==> config.mk <==
export PLATFORM = sky130hd
export DESIGN_NAME = startup_softstart_sequencer
export DESIGN_NICKNAME = d
export VERILOG_FILES = /design/src/soft_start_ramp.v /design/src/startup_softstart_sequencer.v
export VERILOG_INCLUDE_DIRS = /design/src
export SDC_FILE = /design/constraint.sdc
export NUM_CORES = 1
export LEC_CHECK = 0
export CAP_MARGIN = 10
export CORE_MARGIN = 4
export CORE_UTILIZATION = 59
export DETAILED_ROUTE_END_ITERATION = 16
export DONT_BUFFER_PORTS = 1
export PLACE_DENSITY = 0.86
export SLEW_MARGIN = 10
export SYNTH_ARGS = -nofsm -noshare
export SYNTH_HDL_FRONTEND = slang
export SYNTH_HIERARCHICAL = 1
export SYNTH_SLANG_ARGS = --single-unit
==> constraint.sdc <==
create_clock -name core_clk -period 5.6 [get_ports core_clk]
set_input_delay 0.56 -clock core_clk [delete_from_list [all_inputs] [get_ports core_clk]]
set_output_delay 0.56 -clock core_clk [all_outputs]
set_load 0.005 [all_outputs]
==> src/startup_consts.vh <==
`ifndef STARTUP_CONSTS_VH
`define STARTUP_CONSTS_VH

// ****************************************
// Timing
// ****************************************
`define SS_CLOCK_KHZ 10000
`define SS_CHECK_MS 9'h005
`define SS_MIN_DELAY_MS 8'h02

// ****************************************
// Register byte offsets
// ****************************************
`define SS_REG_CONTROL 5'h00
`define SS_REG_DELAY 5'h04
`define SS_REG_RAMP 5'h08
`define SS_REG_NOMINAL 5'h0C
`define SS_REG_STATUS 5'h10
`define SS_REG_TARGET 5'h14

// ****************************************
// Control and status bits and reset values
// ****************************************
`define SS_CTRL_RESTORE 0
`define SS_CTRL_PRECISE 1
`define SS_STATUS_MEMORY 8
`define SS_NOMINAL_RESET 12'h800

// ****************************************
// Three-state pin codes
// ****************************************
`define SS_PIN_LOW 2'h0
`define SS_PIN_OPEN 2'h1
`define SS_PIN_HIGH 2'h2

// ****************************************
// Strap times in milliseconds and the resistor code limit
// ****************************************
`define SS_MS_0 8'h00
`define SS_MS_1 8'h01
`define SS_MS_2 8'h02
`define SS_MS_5 8'h05
`define SS_MS_10 8'h0A
`define SS_MS_20 8'h14
`define SS_MS_50 8'h32
`define SS_MS_100 8'h64
`define SS_MS_200 8'hC8
`define SS_RES_STEP_MS 8'h0A
`define SS_RES_MAX_CODE 5'h14

`endif

==> src/soft_start_ramp.v <==
`timescale 1ns/1ps
`include "startup_consts.vh"
module soft_start_ramp #(
    parameter CYCLES_PER_MS = `SS_CLOCK_KHZ,
    parameter TARGET_WIDTH = 12
) (
    input wire core_clk,
    input wire reset_n,
    input wire start,
    input wire hold,
    input wire [7:0] rampMs,
    input wire [TARGET_WIDTH-1:0] nominal,
    output reg [TARGET_WIDTH-1:0] target,
    output reg active,
    output reg done
);
    reg [31:0] totalCycles;
    reg [31:0] elapsed;
    reg [31:0] acc;
    reg [TARGET_WIDTH-1:0] goal;
    wire [31:0] accNext;
    wire [TARGET_WIDTH-1:0] one;

    assign accNext = acc + {{(32-TARGET_WIDTH){1'b0}}, goal};
    assign one = {{(TARGET_WIDTH-1){1'b0}}, 1'b1};

    // Steps spread evenly over the ramp time; the target only counts up while not held, and hold clears it to zero.
    always @(posedge core_clk or negedge reset_n) begin
        if (!reset_n) begin
            target <= {TARGET_WIDTH{1'b0}};
            goal <= {TARGET_WIDTH{1'b0}};
            totalCycles <= 32'h0;
            elapsed <= 32'h0;
            acc <= 32'h0;
            active <= 1'b0;
            done <= 1'b0;
        end else if (hold) begin
            target <= {TARGET_WIDTH{1'b0}};
            active <= 1'b0;
            done <= 1'b0;
        end else if (start) begin
            goal <= nominal;
            elapsed <= 32'h0;
            acc <= 32'h0;
            totalCycles <= {24'h0, rampMs} * CYCLES_PER_MS;
            if (rampMs == `SS_MS_0) begin
                target <= nominal;
                done <= 1'b1;
                active <= 1'b0;
            end else begin
                active <= 1'b1;
                done <= 1'b0;
            end
        end else if (active) begin
            elapsed <= elapsed + 32'h1;
            if (elapsed + 32'h1 >= totalCycles) begin
                target <= goal;
                active <= 1'b0;
                done <= 1'b1;
            end else if (accNext >= totalCycles) begin
                acc <= accNext - totalCycles;
                if (target < goal) begin
                    target <= target + one;
                end
            end else begin
                acc <= accNext;
            end
        end
    end
endmodule

==> src/startup_softstart_sequencer.v <==
// Decided for this implementation: register access over Avalon-MM and the register addresses.
`timescale 1ns/1ps
`include "startup_consts.vh"
module startup_softstart_sequencer #(
    parameter CYCLES_PER_MS = `SS_CLOCK_KHZ,
    parameter TARGET_WIDTH = 12,
    parameter [TARGET_WIDTH-1:0] NOMINAL_DEFAULT = `SS_NOMINAL_RESET
) (
    input wire core_clk,
    input wire reset_n,
    input wire enable,
    input wire [1:0] delaySelectLow,
    input wire [1:0] delaySelectHigh,
    input wire [1:0] rampSelect,
    input wire delayResistorFound,
    input wire [4:0] delayResistorCode,
    input wire rampResistorFound,
    input wire [4:0] rampResistorCode,
    input wire storedValid,
    input wire [7:0] storedDelayMs,
    input wire [7:0] storedRampMs,
    input wire [4:0] address,
    input wire read,
    input wire write,
    input wire [31:0] writedata,
    input wire [3:0] byteenable,
    output reg [31:0] readdata,
    output reg waitrequest,
    output reg deviceReady,
    output wire [TARGET_WIDTH-1:0] outputTarget,
    output wire rampActive,
    output wire rampDone
);

    // ****************************************
    // States
    // ****************************************
    localparam [5:0] ST_CHECK = 6'h01;
    localparam [5:0] ST_STRAP = 6'h02;
    localparam [5:0] ST_READY = 6'h04;
    localparam [5:0] ST_DELAY = 6'h08;
    localparam [5:0] ST_RAMP = 6'h10;
    localparam [5:0] ST_ON = 6'h20;

    // ****************************************
    // Functions
    // ****************************************
    function [7:0] decodeResistor;
        input [4:0] code;
        begin
            if (code > `SS_RES_MAX_CODE) begin
                decodeResistor = `SS_MS_200;
            end else begin
                decodeResistor = {3'h0, code} * `SS_RES_STEP_MS;
            end
        end
    endfunction

    function [7:0] decodeDelay;
        input [1:0] high;
        input [1:0] low;
        begin
            case (high)
                `SS_PIN_LOW: begin
                    decodeDelay = (low == `SS_PIN_LOW) ? `SS_MS_0 :
                        (low == `SS_PIN_HIGH) ? `SS_MS_2 : `SS_MS_1;
                end
                `SS_PIN_HIGH: begin
                    decodeDelay = (low == `SS_PIN_LOW) ? `SS_MS_50 :
                        (low == `SS_PIN_HIGH) ? `SS_MS_200 : `SS_MS_100;
                end
                default: begin
                    decodeDelay = (low == `SS_PIN_LOW) ? `SS_MS_5 :
                        (low == `SS_PIN_HIGH) ? `SS_MS_20 : `SS_MS_10;
                end
            endcase
        end
    endfunction

    function [7:0] decodeRamp;
        input [1:0] code;
        begin
            case (code)
                `SS_PIN_LOW: begin
                    decodeRamp = `SS_MS_0;
                end
                `SS_PIN_HIGH: begin
                    decodeRamp = `SS_MS_10;
                end
                default: begin
                    decodeRamp = `SS_MS_5;
                end
            endcase
        end
    endfunction

    // Merges the enabled byte lanes of new data over old data.
    function [31:0] mergeBytes;
        input [31:0] old;
        input [31:0] data;
        input [3:0] lanes;
        integer i;
        begin
            mergeBytes = old;
            for (i = 0; i < 4; i = i + 1) begin
                if (lanes[i]) begin
                    mergeBytes[i*8 +: 8] = data[i*8 +: 8];
                end
            end
        end
    endfunction

    // ****************************************
    // Storage
    // ****************************************
    reg [5:0] state;
    reg [31:0] prescale;
    reg msTick;
    reg [8:0] msCount;
    reg [7:0] cfgDelayMs;
    reg [7:0] cfgRampMs;
    reg [TARGET_WIDTH-1:0] nominal;
    reg preciseDelay;
    reg loadedFromMemory;
    reg rampStart;
    reg [31:0] next_readdata;

    wire request;
    wire busOpen;
    wire accept;
    wire writeTaken;
    wire restoreCmd;
    wire restartTick;
    wire [7:0] effDelayMs;
    wire [8:0] delayTicks;
    wire rampHold;
    wire [31:0] ctrlMerged;
    wire [31:0] delayMerged;
    wire [31:0] rampMerged;
    wire [31:0] nominalMerged;

    assign request = read | write;
    assign busOpen = ~(state[0] | state[1]);
    assign accept = request & ~waitrequest;
    assign writeTaken = accept & write & busOpen;
    assign ctrlMerged = mergeBytes(32'h0, writedata, byteenable);
    assign delayMerged = mergeBytes({24'h0, cfgDelayMs}, writedata, byteenable);
    assign rampMerged = mergeBytes({24'h0, cfgRampMs}, writedata, byteenable);
    assign nominalMerged = mergeBytes({{(32-TARGET_WIDTH){1'b0}}, nominal}, writedata, byteenable);
    assign restoreCmd = writeTaken && (address == `SS_REG_CONTROL) && ctrlMerged[`SS_CTRL_RESTORE];

    // The floor replaces any short setting, including 0 and 1 ms.
    assign effDelayMs = (cfgDelayMs < `SS_MIN_DELAY_MS) ? `SS_MIN_DELAY_MS : cfgDelayMs;

    // Free-running ticks need one extra tick so the wait is never short.
    assign delayTicks = preciseDelay ? {1'b0, effDelayMs} : {1'b0, effDelayMs} + 9'h001;

    assign restartTick = restoreCmd | (state[2] & enable & preciseDelay);
    assign rampHold = ~(state[3] | state[4] | state[5]);

    // ****************************************
    // Millisecond time base
    // ****************************************
    always @(posedge core_clk or negedge reset_n) begin
        if (!reset_n) begin
            prescale <= 32'h0;
            msTick <= 1'b0;
        end else if (restartTick) begin
            prescale <= 32'h0;
            msTick <= 1'b0;
        end else if (prescale == CYCLES_PER_MS - 1) begin
            prescale <= 32'h0;
            msTick <= 1'b1;
        end else begin
            prescale <= prescale + 32'h1;
            msTick <= 1'b0;
        end
    end

    // ****************************************
    // Start-up sequence
    // ****************************************
    always @(posedge core_clk or negedge reset_n) begin
        if (!reset_n) begin
            state <= ST_CHECK;
            msCount <= 9'h000;
            cfgDelayMs <= `SS_MS_0;
            cfgRampMs <= `SS_MS_0;
            loadedFromMemory <= 1'b0;
            rampStart <= 1'b0;
            deviceReady <= 1'b0;
        end else begin
            rampStart <= 1'b0;
            if (restoreCmd) begin
                state <= ST_CHECK;
                msCount <= 9'h000;
                loadedFromMemory <= 1'b0;
                deviceReady <= 1'b0;
            end else begin
                case (state)
                    ST_CHECK: begin
                        if (msTick) begin
                            if (msCount + 9'h001 == `SS_CHECK_MS) begin
                                state <= ST_STRAP;
                                msCount <= 9'h000;
                                if (storedValid) begin
                                    cfgDelayMs <= storedDelayMs;
                                    cfgRampMs <= storedRampMs;
                                    loadedFromMemory <= 1'b1;
                                end
                            end else begin
                                msCount <= msCount + 9'h001;
                            end
                        end
                    end
                    ST_STRAP: begin
                        // Stored values stand; pins fill in when memory was empty.
                        if (!loadedFromMemory) begin
                            if (delayResistorFound) begin
                                cfgDelayMs <= decodeResistor(delayResistorCode);
                            end else begin
                                cfgDelayMs <= decodeDelay(delaySelectHigh, delaySelectLow);
                            end
                            if (rampResistorFound) begin
                                cfgRampMs <= decodeResistor(rampResistorCode);
                            end else begin
                                cfgRampMs <= decodeRamp(rampSelect);
                            end
                        end
                        state <= ST_READY;
                        deviceReady <= 1'b1;
                    end
                    ST_READY: begin
                        if (enable) begin
                            state <= ST_DELAY;
                            msCount <= 9'h000;
                        end
                    end
                    ST_DELAY: begin
                        if (!enable) begin
                            state <= ST_READY;
                        end else if (msTick) begin
                            if (msCount + 9'h001 >= delayTicks) begin
                                state <= ST_RAMP;
                                rampStart <= 1'b1;
                            end else begin
                                msCount <= msCount + 9'h001;
                            end
                        end
                    end
                    ST_RAMP: begin
                        if (!enable) begin
                            state <= ST_READY;
                        end else if (rampDone) begin
                            state <= ST_ON;
                        end
                    end
                    ST_ON: begin
                        if (!enable) begin
                            state <= ST_READY;
                        end
                    end
                    default: begin
                        state <= ST_CHECK;
                    end
                endcase
                // Bus values replace the loaded ones until the next reload.
                if (writeTaken && address == `SS_REG_DELAY) begin
                    cfgDelayMs <= delayMerged[7:0];
                end
                if (writeTaken && address == `SS_REG_RAMP) begin
                    cfgRampMs <= rampMerged[7:0];
                end
            end
        end
    end

    // ****************************************
    // Configuration registers
    // ****************************************
    always @(posedge core_clk or negedge reset_n) begin
        if (!reset_n) begin
            preciseDelay <= 1'b0;
            nominal <= NOMINAL_DEFAULT;
        end else begin
            if (writeTaken && address == `SS_REG_CONTROL) begin
                preciseDelay <= ctrlMerged[`SS_CTRL_PRECISE];
            end
            if (writeTaken && address == `SS_REG_NOMINAL) begin
                nominal <= nominalMerged[TARGET_WIDTH-1:0];
            end
        end
    end

    // ****************************************
    // Avalon-MM slave
    // ****************************************
    always @* begin
        next_readdata = 32'h0;
        if (address == `SS_REG_CONTROL) begin
            next_readdata[`SS_CTRL_PRECISE] = preciseDelay;
        end else if (address == `SS_REG_DELAY) begin
            next_readdata[7:0] = cfgDelayMs;
        end else if (address == `SS_REG_RAMP) begin
            next_readdata[7:0] = cfgRampMs;
        end else if (address == `SS_REG_NOMINAL) begin
            next_readdata[TARGET_WIDTH-1:0] = nominal;
        end else if (address == `SS_REG_STATUS) begin
            next_readdata[5:0] = state;
            next_readdata[`SS_STATUS_MEMORY] = loadedFromMemory;
        end else if (address == `SS_REG_TARGET) begin
            next_readdata[TARGET_WIDTH-1:0] = outputTarget;
        end
    end

    // One wait cycle, then one cycle with waitrequest low.
    always @(posedge core_clk or negedge reset_n) begin
        if (!reset_n) begin
            waitrequest <= 1'b1;
            readdata <= 32'h0;
        end else if (request && waitrequest) begin
            waitrequest <= 1'b0;
            readdata <= next_readdata;
        end else begin
            waitrequest <= 1'b1;
        end
    end

    // ****************************************
    // Soft-start ramp
    // ****************************************
    soft_start_ramp #(
        .CYCLES_PER_MS(CYCLES_PER_MS),
        .TARGET_WIDTH(TARGET_WIDTH)
    ) rampUnit (
        .core_clk(core_clk),
        .reset_n(reset_n),
        .start(rampStart),
        .hold(rampHold),
        .rampMs(cfgRampMs),
        .nominal(nominal),
        .target(outputTarget),
        .active(rampActive),
        .done(rampDone)
    );

endmodule

==> summary.txt <==
Status = finished clean
Crit path capture type = flip-flop
Crit path max-delay family = simple AND/OR/NAND/NOR gates
Root Buffer = clkbuf_16
CTS tree = yes
Share of cells above drive strength 1 = 0.0632
Clk buf depth = 3
Port Buffer Count = 0
Final worst-path cycle share = 0.957
Global-route wire length before repair = 67,100 um
Initial Utilization = 0.601
Worst Path Max Fanout = 10
Final cell count without fillers = 2,169
Async SR Flop Fraction = 1.00
Critical path cell sequence = ha_1 > inv_1 > fa_1 > nand2b_1 > a21oi_2 > o2111ai_2 > and2_1 > nor4bb_1 > xor2_1 > ha_1 > a21oi_1 > nand2_1 > and3_1 > o21ai_0 > o211ai_1 > nor3_1 > nand4b_1 > buf_4 > and3_1 > or4b_1 > nand4_1
Critical path class = reg2reg
Setup Buffers After CTS = 0
DR iter-0 viols = 1,376
Vias per inst = 6.43
Drt wl/cell = 18.7 um
EDFF count, synth = 0
Pwr Density = 224 nW/um^2
Fmax = 187 MHz
# diodes = 0
Max-cap violations = 0
H-tree depth = 1
Sequential fraction of the synthesis area = 0.319
Total Routing Usage GR = 0.272
Class of the worst hold path = in2async
Layout Nets = 2,043
Final Hold Fails = 0
Least-Margin Pin Slew = 1.19 ns
DIE HEIGHT = 171 um
Gate Count Post-Synth = 1,853
Worst vdd ir = 340 uV
R2r setup slk = 0.24 ns
Max-slew headroom = 0.205
Library cells used by synthesis = 93
Worst EP arrival = 5.82 ns
Synthesis Warnings = 6
Delay of the slowest cell on the worst path = 0.48 ns
Final Max Tran Viols = 0
Sink Count = 201
Layout area overhead = 6.17%
RD Place Congestion = 0.930
Die area = 29,400 sq um
Initial DRT Pass Iterations = 6
Routed Antenna Nets = 0
Commonest non-fill, non-tap cell in the layout = nand2_1
Startpoint class of the critical path = flip-flop
Mapped Area = 15,800 sq um
Rows = 59
Final min period = 5.36 ns
Register bit total from synthesis = 201
Worst path required time = 6.06 ns
Sum Neg Setup Slack = 0 ns
Clock Latency Late Sink = 0.55 ns
Reg clk slew, reported paths = 0.06 ns
Layout Skew = 0.0283 ns
Antenna violations before repair = 0
TritonCTS buffer count = 24
Most frequent cells in the layout = nand2_1, dfrtp_1, o21ai_0, nor2_1, ha_1
Grt ovf = 0
Avg Synthesized Cell Area = 8.51 sq um
# IOs = 129
FF-to-FF End = rampUnit/acc[23]
Core ar. = 26,200 sq um
Routed WL = 40,500 um
Vias in the first global route = 13,800
Inst Count DP = 2,125
RSZ-0062 raised after global routing = false
Worst r2r path cells = 21
R2r startpoint = rampUnit/goal[0]
Pin count of the biggest net entering global routing = 202
Via count = 14,000
Static leakage = 7.69 nW
Die width = 171 um
Post-route DRC violation count = 0
HPWL Detailed = 29,300 um
CP max-delay cell = or4b_1
Final number of setup-violating endpoints = 0
Crit path buffers/inverters = 2
Ys flop type = dfrtp_1
[metal layers]
metal  GRT usage  vias to the layer above  routed length [um]  share of wire
li1            -                     6557                   -              -
met1       0.345                     6616               16300           0.40
met2       0.458                      647               19200           0.47
met3      0.0552                      136                3340          0.082
met4       0.106                        0                1640          0.040
met5           0                        -                   0              0
[sequential cells by signal (all words and copies together), names as in the netlist, 6 cells and up]
signal,count
cfgDelayMs,8
state,6
cfgRampMs,8
rampUnit/totalCycles,18
readdata,12
rampUnit/goal,12
nominal,12
rampUnit/elapsed,32
msCount,9
rampUnit/acc,32
prescale,32
rampUnit/target,12
[worst max-delay path by stage]
stage	from	end	slack (ns)	depth (start not counted)
floorplan	rampUnit/goal[0]	rampUnit/acc[24]	0.80	22
global placement	rampUnit/goal[0]	rampUnit/acc[23]	0.48	21
detailed placement	rampUnit/goal[0]	rampUnit/acc[23]	0.38	21
CTS	rampUnit/goal[0]	rampUnit/acc[23]	0.28	21
global route	rampUnit/acc[1]	rampUnit/acc[23]	0.003	19
finish	rampUnit/goal[0]	rampUnit/acc[23]	0.24	21
[worst reg2reg max path, stage by stage, from the launching register on]
cell	delay (ns)
dfrtp_1	0.42
ha_1	0.19
inv_1	0.06
fa_1	0.41
nand2b_1	0.20
a21oi_2	0.23
o2111ai_2	0.19
and2_1	0.23
nor4bb_1	0.36
xor2_1	0.23
ha_1	0.32
a21oi_1	0.19
nand2_1	0.10
and3_1	0.19
o21ai_0	0.20
o211ai_1	0.18
nor3_1	0.33
nand4b_1	0.25
buf_4	0.25
and3_1	0.17
or4b_1	0.48
nand4_1	0.10
[kinds of logic after synthesis]
logic type,after synthesis,share of synthesized area
other,1,0.000238
multiplexers,48,0.0332
adder cells (fa/ha/maj),145,0.123
XOR/XNOR,119,0.0661
AO/OA/AOI/OAI,465,0.191
AND/OR/NAND/NOR,655,0.208
buffers and inverters,219,0.0600
flip-flops,201,0.319
[area by class of cell]
| type | count | area (sq um) |
|---|---|---|
| fillers | 2082 | 9470 |
| well taps | 335 | 419 |
| repair buffers | 21 | 178 |
| inverters | 117 | 439 |
| clock buffers | 33 | 664 |
| flip-flops and latches | 201 | 5030 |
| multi-input cells | 1452 | 9870 |
| clock inverters | 10 | 128 |
[timing repair]
item	CTS	global route
hold buffers	1	0
setup endpoints to repair	0	9
resized for setup	0	1
hold endpoints to repair	201	0
[metrics by stage]
stage | util | power (mW) | hold slack, ns | setup WS, ns | instance area [sq um]
final | 0.639 | 3.75 | 0.0874 | 0.241 | 16700
after floorplan | - | 2.06 | 0.264 | 0.802 | 15800
after global placement | 0.607 | 2.13 | 0.278 | 0.477 | 15900
after detailed placement | 0.607 | 2.16 | 0.277 | 0.382 | 15900
after global routing | 0.639 | 3.92 | 0.117 | 0.00263 | 16700
after CTS | 0.638 | 3.77 | 0.113 | 0.285 | 16700
[where the power goes]
group	total (mW)	internal (mW)	switching (mW)
clock network	1.57	0.926	0.647
logic	0.539	0.223	0.316
registers	1.64	1.53	0.112
total	3.75	2.68	1.08
[synthesized netlist by cell type, types with 17 or more instances]
cell type    n  area (sq um)
nand4_1     36           225
nand2b_1    17           106
ha_1       129          1610
inv_1      117           439
a21o_1      26           195
nor2_1     135           507
xor2_1      57           499
nand3_1     73           365
dfrtp_1    198          4950
nor3_1      51           255
and3_1      33           206
a21oi_1    102           510
clkbuf_1    64           240
a22o_1      17           149
mux2_2      24           270
o21ai_0    159           796
buf_4       22           165
xnor2_1     62           543
o31ai_1     19           143
nand2_1    203           762
Note: power is estimated with default switching activity, not from simulation.
